File: src/vpc_pkg.sv
// Constants shared by the video processing control/status register bank.
// Assumes one device clock and a synchronous active-low reset.
`default_nettype none

package vpc_pkg;

  localparam int          VPC_ADDR_W   = 12;
  localparam int          VPC_DATA_W   = 16;
  localparam int          VPC_FLAG_W   = 15;
  localparam int          VPC_CSUM_W   = 10;

  // Register offsets
  localparam logic [11:0] VPC_OFS_CTRL = 12'h000;
  localparam logic [11:0] VPC_OFS_STAT = 12'h001;

  // Control register reset, writable bits (bit 13 reads zero)
  localparam logic [15:0] VPC_CTRL_RESET = 16'h0200;
  localparam logic [15:0] VPC_CTRL_WMASK = 16'hDFFF;

  // Control field positions
  localparam int VPC_B_DELAY_LINE_ON      = 14;
  localparam int VPC_B_KEEP_CHECK_FLAGS   = 12;
  localparam int VPC_B_ANC_INSERT_OFF     = 11;
  localparam int VPC_B_LEVEL_A_TO_B_OFF   = 9;
  localparam int VPC_B_H_TIMING_SMPTE     = 8;
  localparam int VPC_B_PAYLOAD_ID_OFF     = 6;
  localparam int VPC_B_BAD_WORD_FIXUP_OFF = 5;
  localparam int VPC_B_CHECK_CRC_OFF      = 4;
  localparam int VPC_B_ANC_CSUM_OFF       = 3;
  localparam int VPC_B_LINE_CRC_OFF       = 2;
  localparam int VPC_B_LINE_NUMBER_OFF    = 1;
  localparam int VPC_B_TIMING_REF_OFF     = 0;

  // Status field positions; bits 15..7 read zero
  localparam int VPC_S_TIMING_REF_FAULT   = 6;
  localparam int VPC_S_CHECK_PACKET_SUM   = 5;
  localparam int VPC_S_ANC_SUM            = 4;
  localparam int VPC_S_FORMAT             = 3;
  localparam int VPC_S_RASTER             = 2;
  localparam int VPC_S_PAYLOAD_ID_MISSING = 1;
  localparam int VPC_S_PLL_LOCK           = 0;
  localparam logic [15:0] VPC_STAT_RESET = 16'h0000;

  // Checksum values that never raise a fault
  localparam logic [9:0]  VPC_CSUM_LOW_TOP  = 10'h003;
  localparam logic [9:0]  VPC_CSUM_HIGH_BOT = 10'h3FC;

endpackage : vpc_pkg

`default_nettype wire

File: src/vpc_reg_if.sv
// Carrier between the register bank top and its two storage modules.
// Assumes all three run on the same device clock.
`default_nettype none

interface vpc_reg_if;
  import vpc_pkg::*;
  logic                  wr_en;
  logic [VPC_DATA_W-1:0] wr_data;
  logic [VPC_DATA_W-1:0] ctrl;
  logic [VPC_DATA_W-1:0] stat;

  modport hub       (output wr_en, output wr_data,
                     input  ctrl,  input  stat);
  modport ctrl_side (input  wr_en, input  wr_data, output ctrl);
  modport stat_side (output stat);
endinterface : vpc_reg_if

`default_nettype wire

File: src/vpc_ctrl_reg.sv
// Video processing control register storage.
// Assumes the top qualifies wr_en with the control register offset.
`default_nettype none

module vpc_ctrl_reg
  import vpc_pkg::*;
(
  // Clock and reset
  input  wire logic   clk,
  input  wire logic   rstn,
  // Register carrier
  vpc_reg_if.ctrl_side rif
);

  logic [VPC_DATA_W-1:0] ctrl_q;

  // Read-only bit 13 never takes host data
  always_ff @(posedge clk) begin
    if (!rstn) begin
      ctrl_q <= VPC_CTRL_RESET; // see (RULE4)
    end else if (rif.wr_en) begin
      ctrl_q <= (rif.wr_data & VPC_CTRL_WMASK)
              | (ctrl_q & ~VPC_CTRL_WMASK); // see (RULE20)
    end
  end

  assign rif.ctrl = ctrl_q;

endmodule : vpc_ctrl_reg

`default_nettype wire

File: src/vpc_stat_mon.sv
// Processing error status collection.
// Assumes video-path inputs are on clk; pll_locked comes from a pin.
`default_nettype none

module vpc_stat_mon
  import vpc_pkg::*;
(
  // Clock and reset
  input  wire logic                  clk,
  input  wire logic                  rstn,
  // Video path events, same clock
  input  wire logic                  timing_ref_protect_fault,
  input  wire logic                  csum_word_valid,
  input  wire logic                  csum_in_check_packet,
  input  wire logic [VPC_CSUM_W-1:0] csum_received,
  input  wire logic [VPC_CSUM_W-1:0] csum_computed,
  input  wire logic                  format_unknown,
  input  wire logic                  raster_mismatch,
  input  wire logic                  payload_id_absent,
  // Asynchronous PLL lock pin
  input  wire logic                  pll_locked,
  // Register carrier
  vpc_reg_if.stat_side               rif
);

  function automatic logic csum_protected(input logic [VPC_CSUM_W-1:0] v);
    csum_protected = (v <= VPC_CSUM_LOW_TOP) || (v >= VPC_CSUM_HIGH_BOT);
  endfunction : csum_protected

  logic lock_s1_q, lock_s2_q, lock_s3_q, locked_q;
  logic ancillary_sum_fault_q, check_packet_sum_fault_q;
  logic timing_ref_protect_fault_q, format_q, raster_q;
  logic payload_id_missing_flag_q;
  logic sum_bad;

  // Protected checksum values are never flagged
  assign sum_bad = (csum_received != csum_computed)
                 && !csum_protected(csum_received); // see (RULE15)

  // Three-stage lock synchroniser
  always_ff @(posedge clk) begin
    if (!rstn) begin
      lock_s1_q <= 1'b1;
      lock_s2_q <= 1'b1;
      lock_s3_q <= 1'b1;
    end else begin
      lock_s1_q <= pll_locked;
      lock_s2_q <= lock_s1_q;
      lock_s3_q <= lock_s2_q;
    end
  end

  // Change accepted only once stages two and three agree
  always_ff @(posedge clk) begin
    if (!rstn) begin
      locked_q <= 1'b1;
    end else if (lock_s2_q == lock_s3_q) begin
      locked_q <= lock_s3_q; // see (RULE19)
    end
  end

  // Both sum flags refresh on every checksum word they watch
  always_ff @(posedge clk) begin
    if (!rstn) begin
      ancillary_sum_fault_q    <= 1'b0;
      check_packet_sum_fault_q <= 1'b0;
    end else if (csum_word_valid) begin
      ancillary_sum_fault_q <= sum_bad; // see (RULE13)
      if (csum_in_check_packet) begin
        check_packet_sum_fault_q <= sum_bad; // see (RULE14)
      end
    end
  end

  // Level conditions follow the video path
  always_ff @(posedge clk) begin
    if (!rstn) begin
      timing_ref_protect_fault_q <= 1'b0;
      format_q                   <= 1'b0;
      raster_q                   <= 1'b0;
      payload_id_missing_flag_q  <= 1'b0;
    end else begin
      timing_ref_protect_fault_q <= timing_ref_protect_fault; // see (RULE12)
      format_q                   <= format_unknown; // see (RULE16)
      raster_q                   <= raster_mismatch; // see (RULE17)
      payload_id_missing_flag_q  <= payload_id_absent; // see (RULE18)
    end
  end

  always_comb begin
    rif.stat = VPC_STAT_RESET;
    rif.stat[VPC_S_TIMING_REF_FAULT]   = timing_ref_protect_fault_q;
    rif.stat[VPC_S_CHECK_PACKET_SUM]   = check_packet_sum_fault_q;
    rif.stat[VPC_S_ANC_SUM]            = ancillary_sum_fault_q;
    rif.stat[VPC_S_FORMAT]             = format_q;
    rif.stat[VPC_S_RASTER]             = raster_q;
    rif.stat[VPC_S_PAYLOAD_ID_MISSING] = payload_id_missing_flag_q;
    rif.stat[VPC_S_PLL_LOCK]           = !locked_q;
  end

endmodule : vpc_stat_mon

`default_nettype wire

File: src/vpc_regs.sv
// Control and status register bank of the transmit video processing path.
// Assumes a host port on the device clock and video logic beside it.
//
// Overview of operation
// (RULE1) Control bit 14 high turns the delay line delay on.
// (RULE2) Bit 12 high keeps incoming check flags, low uses programmed flags.
// (RULE3) Bit 11 high disables ancillary data insertion.
// (RULE4) Bit 9 high disables Level A to B conversion; resets to one.
// (RULE5) Bit 8 picks active-picture (low) or standard (high) H timing.
// (RULE6) Bit 6 high stops payload identifier packet insertion.
// (RULE7) Bit 5 high disables illegal video word remapping.
// (RULE8) Bit 4 high disables check CRC correction and insertion.
// (RULE9) Bit 3 high stops ancillary checksum word insertion.
// (RULE10) Bit 2 high stops line CRC, bit 1 high stops line numbers.
// (RULE11) Bit 0 high stops timing reference word insertion.
// (RULE12) Status bit 6 shows a timing reference protection error.
// (RULE13) Status bit 4 shows checksum error, refreshed on each checksum word.
// (RULE14) Status bit 5 same, but refreshed only inside check packets.
// (RULE15) Checksums 000h-003h and 3FCh-3FFh never raise the flag.
// (RULE16) Status bit 3 shows an unrecognised incoming video standard.
// (RULE17) Status bit 2 shows raster disagreeing with payload identifier.
// (RULE18) Status bit 1 shows no payload identifier in incoming video.
// (RULE19) Status bit 0 shows a PLL lock error.
// (RULE20) Writes to read-only and reserved read-only bits are ignored.
`default_nettype none

module vpc_regs
  import vpc_pkg::*;
(
  // Clock and reset
  input  wire logic                  clk,
  input  wire logic                  rstn,
  // Host register port
  input  wire logic                  host_wr,
  input  wire logic                  host_rd,
  input  wire logic [VPC_ADDR_W-1:0] host_addr,
  input  wire logic [VPC_DATA_W-1:0] host_wdata,
  output logic      [VPC_DATA_W-1:0] host_rdata,
  output logic                       host_rvalid,
  // Video path status
  input  wire logic                  timing_ref_protect_fault,
  input  wire logic                  csum_word_valid,
  input  wire logic                  csum_in_check_packet,
  input  wire logic [VPC_CSUM_W-1:0] csum_received,
  input  wire logic [VPC_CSUM_W-1:0] csum_computed,
  input  wire logic                  format_unknown,
  input  wire logic                  raster_mismatch,
  input  wire logic                  payload_id_absent,
  input  wire logic                  pll_locked,
  // Check flag sources
  input  wire logic [VPC_FLAG_W-1:0] incoming_check_flags,
  input  wire logic [VPC_FLAG_W-1:0] programmed_check_flags,
  output logic      [VPC_FLAG_W-1:0] outgoing_check_flags,
  // Processing controls
  output logic                       delay_line_on,
  output logic                       keep_incoming_check_flags,
  output logic                       ancillary_insert_off,
  output logic                       level_a_to_b_off,
  output logic                       h_timing_smpte,
  output logic                       payload_id_insert_off,
  output logic                       bad_word_fixup_off,
  output logic                       error_check_crc_insert_off,
  output logic                       ancillary_checksum_insert_off,
  output logic                       line_check_word_insert_off,
  output logic                       line_number_insert_off,
  output logic                       timing_ref_insert_off
);

  vpc_reg_if rif ();

  logic                  hit_ctrl, hit_stat;
  logic [VPC_DATA_W-1:0] rdata_q;
  logic                  rvalid_q;
  logic [VPC_FLAG_W-1:0] flags_q;

  assign hit_ctrl = (host_addr == VPC_OFS_CTRL);
  assign hit_stat = (host_addr == VPC_OFS_STAT);

  // Status register has no write path at all
  assign rif.wr_en   = host_wr && hit_ctrl; // see (RULE20)
  assign rif.wr_data = host_wdata;

  vpc_ctrl_reg u_ctrl (
    .clk  (clk),
    .rstn (rstn),
    .rif  (rif.ctrl_side)
  );

  vpc_stat_mon u_stat (
    .clk                      (clk),
    .rstn                     (rstn),
    .timing_ref_protect_fault (timing_ref_protect_fault),
    .csum_word_valid          (csum_word_valid),
    .csum_in_check_packet     (csum_in_check_packet),
    .csum_received            (csum_received),
    .csum_computed            (csum_computed),
    .format_unknown           (format_unknown),
    .raster_mismatch          (raster_mismatch),
    .payload_id_absent        (payload_id_absent),
    .pll_locked               (pll_locked),
    .rif                      (rif.stat_side)
  );

  // Read answer one cycle later; unmapped addresses read zero
  always_ff @(posedge clk) begin
    if (!rstn) begin
      rdata_q  <= 16'h0000;
      rvalid_q <= 1'b0;
    end else begin
      rvalid_q <= host_rd;
      if (host_rd) begin
        rdata_q <= hit_ctrl ? rif.ctrl :
                   hit_stat ? rif.stat : 16'h0000;
      end
    end
  end

  assign host_rdata  = rdata_q;
  assign host_rvalid = rvalid_q;

  // Flag source registered so the packet builder sees a clean word
  always_ff @(posedge clk) begin
    if (!rstn) begin
      flags_q <= '0;
    end else if (rif.ctrl[VPC_B_KEEP_CHECK_FLAGS]) begin
      flags_q <= incoming_check_flags; // see (RULE2)
    end else begin
      flags_q <= programmed_check_flags; // see (RULE2)
    end
  end

  assign outgoing_check_flags = flags_q;

  // Controls taken straight from the register flops
  assign delay_line_on          = rif.ctrl[VPC_B_DELAY_LINE_ON]; // see (RULE1)
  assign keep_incoming_check_flags =
    rif.ctrl[VPC_B_KEEP_CHECK_FLAGS]; // see (RULE2)
  assign ancillary_insert_off   =
    rif.ctrl[VPC_B_ANC_INSERT_OFF]; // see (RULE3)
  assign level_a_to_b_off       =
    rif.ctrl[VPC_B_LEVEL_A_TO_B_OFF]; // see (RULE4)
  assign h_timing_smpte         =
    rif.ctrl[VPC_B_H_TIMING_SMPTE]; // see (RULE5)
  assign payload_id_insert_off  =
    rif.ctrl[VPC_B_PAYLOAD_ID_OFF]; // see (RULE6)
  assign bad_word_fixup_off     =
    rif.ctrl[VPC_B_BAD_WORD_FIXUP_OFF]; // see (RULE7)
  assign error_check_crc_insert_off =
    rif.ctrl[VPC_B_CHECK_CRC_OFF]; // see (RULE8)
  assign ancillary_checksum_insert_off =
    rif.ctrl[VPC_B_ANC_CSUM_OFF]; // see (RULE9)
  assign line_check_word_insert_off =
    rif.ctrl[VPC_B_LINE_CRC_OFF]; // see (RULE10)
  assign line_number_insert_off =
    rif.ctrl[VPC_B_LINE_NUMBER_OFF]; // see (RULE10)
  assign timing_ref_insert_off  =
    rif.ctrl[VPC_B_TIMING_REF_OFF]; // see (RULE11)

endmodule : vpc_regs

`default_nettype wire

File: config.mk
export PLATFORM = sky130hd
export DESIGN_NAME = vpc_regs
export DESIGN_NICKNAME = d
export VERILOG_FILES = /design/src/vpc_pkg.sv /design/src/vpc_reg_if.sv /design/src/vpc_ctrl_reg.sv /design/src/vpc_stat_mon.sv /design/src/vpc_regs.sv
export SDC_FILE = /design/constraint.sdc
export NUM_CORES = 1
export LEC_CHECK = 0
export ABC_AREA = 1
export ABC_CLOCK_PERIOD_IN_PS = 4360
export BUFFER_PORTS_ARGS = -buffer_cell sky130_fd_sc_hd__buf_2
export CAP_MARGIN = 20
export CELL_PAD_IN_SITES_DETAIL_PLACEMENT = 0
export CELL_PAD_IN_SITES_GLOBAL_PLACEMENT = 2
export CORE_MARGIN = 4
export CORE_UTILIZATION = 25
export CTS_BUF_LIST = sky130_fd_sc_hd__clkbuf_8
export DETAILED_ROUTE_END_ITERATION = 8
export PLACE_DENSITY_LB_ADDON = 0.1
export SLEW_MARGIN = 20
export SYNTH_ARGS = -nofsm -noshare
export SYNTH_HDL_FRONTEND = slang
export SYNTH_SLANG_ARGS = --single-unit
File: constraint.sdc
create_clock -name clk -period 4.36 [get_ports clk]
set_input_delay 1.308 -clock clk [delete_from_list [all_inputs] [get_ports clk]]
set_output_delay 1.308 -clock clk [all_outputs]
set_load 0.005 [all_outputs]
==> impl_results.md, run 1 <==
- Max Clk Rate: 379 MHz
- Main synth FF type: dfxtp_1
- Post_cts resized: 0
- Total length of routed wires: approximately 7200 um
- Leak Pwr: roughly 0.0017 uW
- Vias: between 2000 and 2500
- Die area: around 11000 um^2
- Synth Cell Area: between 2000 and 2500 um^2
- Synth top area share: ~50%
- Post-DP HPWL: approximately 5000 um
- Dpl cell area: approximately 3000 um^2
- Clock latency on the worst-skew pair: about 0.33 ns
- Clock transition at the registers of the reported paths: around 0.06 ns
- Crit-path max FO: 16
- DRT iter0 DRCs: 86
- Port bufs: ~130
- Finished Cell Area: 3260 um^2
- Footprint of the multi-input gates: between 1000 and 1500 um^2
- Ys Warns: 0
- Die width: approximately 100 um
- Max Transition Viols Final: 0
- Final hold vios: 0
- Mean post-synth cell area: between 7 and 8 um^2
- RSZ-0062 raised after global routing: false
- Ys async rst share: 0%
- Worst hold path class: flip-flop to flip-flop
- Crit end category: flip-flop
- Initial core utilization: between 20% and 30%
- Cell variety after synth: 27
- Congestion Overflow GR: 0
- Top post-synthesis cells by area: dfxtp_1 49%, nand2_1 10%, nand3_1 9.6%
- First-pass GRT wire length: approximately 11000 um
- FP Rows: 35
- Root Buffer: clkbuf_8
- Avg WL per Cell: between 10 and 15 um
- Vias/cell: roughly 4.3
- Area leader, netlist: dfxtp_1
- Gpl congestion: 0.668
- Final Setup Violations: 0
- Share of cells above drive strength 1: 34.8%
- DRT Pass-1 Iters: 4
- Count leader, synth: nand2_1
- Drt drc: 0
- Maxcap violations: 0
- Max VDD drop: about 0.13 mV
- Die span in y: approximately 100 um
- Largest net degree at the start of global routing: 35
- Initial antenna violation count: 0
- Layout area overhead: 39.1%
- Diodes inserted: 0
- Sequential cell area: roughly 1100 um^2
- EDFF count, synth: 0
- Crit start category: input port
- TritonCTS buffer count: 9
- Final clock skew: ~0.0085 ns
- Tot GR Track Use: 13.1%
- Vias in the first global route: 2300
- Post-synth net total: 404
- Req. time, crit path: ~4.6 ns
- Io pins: about 130
- Status: finished clean
- CTS H-Tree Depth: 3
- Rel. slew slack: a little under half
- Worst Setup Path Type: input port to flip-flop
- Slew @ Worst Pin: roughly 0.82 ns
- Top cells by count, synth: 63 x nand2_1, 57 x dfxtp_1, 56 x nor2_1
- Final ANT Viol Nets: 0
- Crit path DAT: approximately 2.8 ns
- Tmin final: approximately 2.6 ns
- Fillers: around 1000
- Seq cells post-synth: 57
- TritonCTS clock tree: yes
- Post-CTS setup buffer count: 0
- Cts hold-fix bufs: 0
- Final period utilization: between 60 and 70%
- Clock sinks: between 50 and 60
- Setup TNS: 0 ns
- Seq/Total Area, Yosys: slightly below 50%
- Synthesized instance count: 315
- Total Nets Final: ~530
- CTS Buffer Depth: 2
- Placeable core area: ~9000 um^2
- Pwr per Cell Area: about 370 nW/um^2
## kinds of logic after synthesis
kind of cell	share of synthesized area, %
flops	48.6
compound gates	8.16
buf+inv	7.79
xor+xnor	2.24
simple gates	33.2
## critical path, cell delays in order
cell and delay (ns):
buf_2 0.10, nor2_1 0.09, nand2_1 0.09, nor2_4 0.24
nand3_1 0.57, o21ai_0 0.36, a21oi_1 0.06
## worst paths after layout
kind / slack [ns] / endpoint / depth (start not counted) / start
setup / recovery: 1.72 / u_ctrl.rif.ctrl[12] / 7 / host_addr[9]
hold reg to reg: 0.42 / u_stat.lock_s2_q / 1 / u_stat.lock_s1_q
hold / removal: 0.42 / u_stat.lock_s2_q / 1 / u_stat.lock_s1_q
setup reg to reg: 2.91 / outgoing_check_flags[10] / 3 / u_ctrl.rif.ctrl[12]
## routing by layer
metal	up-vias	track usage, %	part of all wire (%)
met5	-	0	0
met4	0	5.06	1.3
met3	9	4.45	8.0
met2	96	19.7	44
met1	1012	17.2	47
li1	1262	-	-
## power breakdown
group	internal (uW)	switching [uW]
combinational	51.8	53.9
sequential	536	4.67
clock	346	201
total	934	259
## registers in the layout (all words and copies together) (netlist names)
signal                             count
u_stat.lock_s2_q                       1
u_ctrl.rif.ctrl                       15
host_rdata                            16
host_rvalid                            1
outgoing_check_flags                  15
u_stat.raster_q                        1
u_stat.ancillary_sum_fault_q           1
u_stat.format_q                        1
u_stat.payload_id_missing_flag_q       1
u_stat.lock_s1_q                       1
u_stat.check_packet_sum_fault_q        1
u_stat.timing_ref_protect_fault_q      1
u_stat.locked_q                        1
u_stat.lock_s3_q                       1
## placed cells by master, fill, tap and decap left out
cell type / count
nand3_1: 45
xor2_1: 2
clkbuf_8: 11
clkinv_2: 1
nand3b_1: 1
a21oi_1: 16
buf_2: 131
or2_4: 1
o21ai_0: 19
nor2_1: 56
xnor2_1: 4
clkinv_1: 1
dfxtp_1: 57
inv_1: 23
o21a_1: 1
a21oi_2: 1
nand4_1: 3
nor3_2: 1
and2_4: 1
nor3b_2: 1
bufinv_16: 2
nand3_2: 1
nand2_1: 63
or2_2: 3
nor2_4: 1
## metrics by stage
| stage | hold slack [ns] | setup slack [ns] | utilization (%) | std cells | power [uW] |
|---|---|---|---|---|---|
| 2_1_floorplan | 0.393 | 2.07 | - | 315 | 596 |
| 5_1_grt | 0.451 | 1.49 | 35.5 | 557 | 1260 |
| 6_report | 0.422 | 1.72 | 35.5 | 557 | 1190 |
| 3_3_place_gp | 0.408 | 1.31 | 33.1 | 543 | 659 |
| 4_1_cts | 0.433 | 1.65 | 35.5 | 557 | 1220 |
| 3_5_place_dp | 0.411 | 1.28 | 33.1 | 543 | 660 |
## area by class of cell
type	instances	area share, %
Timing Repair Buffer	131	20.1
Multi-Input combinational cell	220	31.3
Inverter	24	2.76
Clock buffer	11	4.64
Tap cell	111	4.25
Sequential cell	57	35.0
Clock inverter	3	1.99
No activity file was read; power rests on OpenSTA's default activity.
==> run 2, diff against run 1 <==
Settings changed: ABC_AREA 1 to 0, ABC_CLOCK_PERIOD_IN_PS 4360 to 2200, CORE_UTILIZATION 25 to 23.
Clock period 4.36 ns to 2.2 ns, I/O delays scaled along.
==> run 2 against run 1 <==
  * Utilization down 2.0 points
  * Worst setup slack worse by 1.1 ns
  * Final cell count down 10%
  * Sequential power up 96%
  * Highest routed layer unchanged
==> impl_results.md, run 2 <==
- Vias/cell: 4.10 (-4.1%)
- Worst slack, placed: 0.290 ns (-0.988 ns)
- Vias: 2044 (-14%)
- Post-synth net total: 319 (-21%)
- Most common cell after layout, fill and taps aside: buf_2
- Drt drc: 0 (unchanged)
- Initial antenna violation count: 0 (unchanged)
- Seq/Total Area, Yosys: 49.3% (+0.68 points)
- Layout area overhead: 41.6%
- Count leader, synth: dfxtp_1
- Maxcap violations: 0 (unchanged)
- Top cells by count, synth: 57 x dfxtp_1, 37 x mux2i_1, 31 x nand2_1
- DRT Pass-1 Iters: 4 (unchanged)
- Gpl congestion: 0.677 (+1.4%)
- Total Nets Final: 452 (-15%)
- Final ANT Viol Nets: 0 (unchanged)
- Cts hold-fix bufs: 0 (unchanged)
- Port bufs: 131 (unchanged)
- Cell variety after synth: 27 (unchanged)
- Ys async rst share: 0% (unchanged)
- Commonest cells after routing, fill and taps aside: 131 x buf_2, 57 x dfxtp_1, 37 x mux2i_1
- Clock latency on the worst-skew pair: 0.33 ns (about the same)
- Max VDD drop: 0.301 mV (+140%)
- Setup WS post-layout: 0.616 ns (-1.11 ns)
- Total length of routed wires: 6350 um (-12%)
- Top post-synthesis cells by area: dfxtp_1 49%, mux2i_1 16%, nand2_1 5.0%
- CTS H-Tree Depth: 3 (unchanged)
- Post-DP HPWL: 4770 um (-4.8%)
- CTS Buffer Depth: 2 (unchanged)
- Max Clk Rate: 631 MHz
- Congestion Overflow GR: 0 (unchanged)
- Pwr per Cell Area: 668 nW/um^2 (+83%)
- Final period utilization: 72.0%
- Tmin final: ~1.6 ns
- TritonCTS buffer count: 9 (unchanged)
- Clock transition at the registers of the reported paths: 0.06 ns (about the same)
- Crit end category: flip-flop
- Share of cells above drive strength 1: 42.1% (+7.3 points)
- Diodes inserted: 0 (unchanged)
- Max Transition Viols Final: 0 (unchanged)
- Worst Setup Path Type: input port to flip-flop
- Initial core utilization: 23.7% (-1.8 points)
- Post_cts resized: 0 (unchanged)
- Largest net degree at the start of global routing: 41 (+17%)
- Leak Pwr: 0.00160 uW (-6.0%)
- Root Buffer: clkbuf_8
- Req. time, crit path: 2.40 ns (-2.15 ns)
- Synth top area share: 49.3% (+0.68 points)
- Mean post-synth cell area: 10.1 um^2 (+35%)
- Crit-path max FO: 12 (-4)
- Ys Warns: 0 (unchanged)
- FP Rows: 36 (+2.9%)
- Avg WL per Cell: 12.7 um (-2.0%)
- Status: finished clean
- Crit path DAT: 1.78 ns (-1.04 ns)
- Vias in the first global route: 2032 (-12%)
- Final Setup Violations: 0 (unchanged)
- DRT iter0 DRCs: 65 (-24%)
- Clock sinks: 57 (unchanged)
- Post-CTS setup buffer count: 0 (unchanged)
- Synth Cell Area: 2310 um^2 (-1.4%)
- Tot GR Track Use: 11.1% (-2.0 points)
- Max reg flops: 16 (unchanged)
- Die span in y: 108 um (+3.3%)
- R2r setup slk: 1.17 ns (-1.74 ns)
- Seq cells post-synth: 57 (unchanged)
- Worst hold path class: flip-flop to flip-flop
- Rel. slew slack: 51.4% (+6.1 points)
- Die width: 108 um (+3.3%)
- Placeable core area: 9770 um^2 (+6.3%)
- EDFF count, synth: 0 (unchanged)
- Setup TNS: 0 ns (unchanged)
- TritonCTS clock tree: yes
- RSZ-0062 raised after global routing: false
- Final clock skew: 0.00955 ns (+0.00104 ns)
- Main synth FF type: dfxtp_1
- Die area: 11700 um^2 (+6.6%)
- Io pins: 133 (unchanged)
- Crit start category: input port
- Synthesized instance count: 230 (-27%)
- Slew @ Worst Pin: 0.728 ns (-0.0926 ns)
- Fillers: 1075 (+5.7%)
- First-pass GRT wire length: 9870 um (-14%)
- Final hold vios: 0 (unchanged)
- Area leader, netlist: dfxtp_1
==> run 2: changes by cell type in the layout (fill, tap and decap cells not counted), sizes merged, moves of 17 or more <==
cell	change
mux2i	+37
nand2	-32
nand3	-44
nor2	-56
nor2b	+18
o21ai	-17
==> run 2: report_power, final <==
part | total, uW | internal, uW | switching, uW | leakage (uW)
combinational | 192 | 107 | 85.5 | 0.00103
sequential | 1060 | 1060 | 5.92 | 0.000466
clock | 933 | 535 | 398 | 0.0000978
==> run 2: layer usage <==
layer / GRT usage, % / vias up / share of wire (%)
li1: - / 1039 / -
met1: 13.1 / 912 / 43
met2: 16.8 / 84 / 44
met3: 5.07 / 9 / 12
met4: 5.95 / 0 / 1.7
met5: 0 / - / 0
==> run 2: final timing paths <==
kind | cells after the start | to | start
worst max-delay path | 6 | u_ctrl.rif.ctrl[3] | host_addr[1]
worst min register to register | 1 | u_stat.lock_s2_q | u_stat.lock_s1_q
worst max register to register | 3 | outgoing_check_flags[6] | u_ctrl.rif.ctrl[12]
worst min-delay path | 1 | u_stat.lock_s2_q | u_stat.lock_s1_q
==> run 2: metrics by stage <==
step / cells / power, uW / hold WS, ns / utilization (%) / instance area, um^2
6_report: 499 / 2190 / 0.417 / 33.5 / 3280
4_1_cts: 499 / 2240 / 0.417 / 33.5 / 3280
3_3_place_gp: 485 / 1280 / 0.392 / 31.7 / 3090
3_5_place_dp: 485 / 1280 / 0.401 / 31.7 / 3090
5_1_grt: 499 / 2300 / 0.427 / 33.5 / 3280
2_1_floorplan: 230 / 1170 / 0.386 / - / 2310
==> run 2: worst max-delay path, cell delays in order <==
cell and delay [ns]:
buf_2 0.10, nor4_2 0.30, and3_1 0.23, nand3b_1 0.11, buf_4 0.23, mux2i_1 0.14
==> run 2: layout make-up <==
class / count / area [um^2] / area share [%]
flip-flops and latches: 57 / 1140 / 34.8
multi-input cells: 150 / 1060 / 32.2
repair buffers: 137 / 701 / 21.4
well taps: 133 / 166 / 5.08
clock buffers: 10 / 138 / 4.20
clock inverters: 4 / 45.0 / 1.37
inverters: 8 / 30.0 / 0.916
==> run 2: cell families after synthesis <==
family,count (synthesis),synth area share [%]
AO/OA/AOI/OAI,20,6.22
flip-flops,57,49.3
AND/OR/NAND/NOR,83,19.6
buffers and inverters,23,5.03
multiplexers,37,16.0
XOR/XNOR,10,3.79
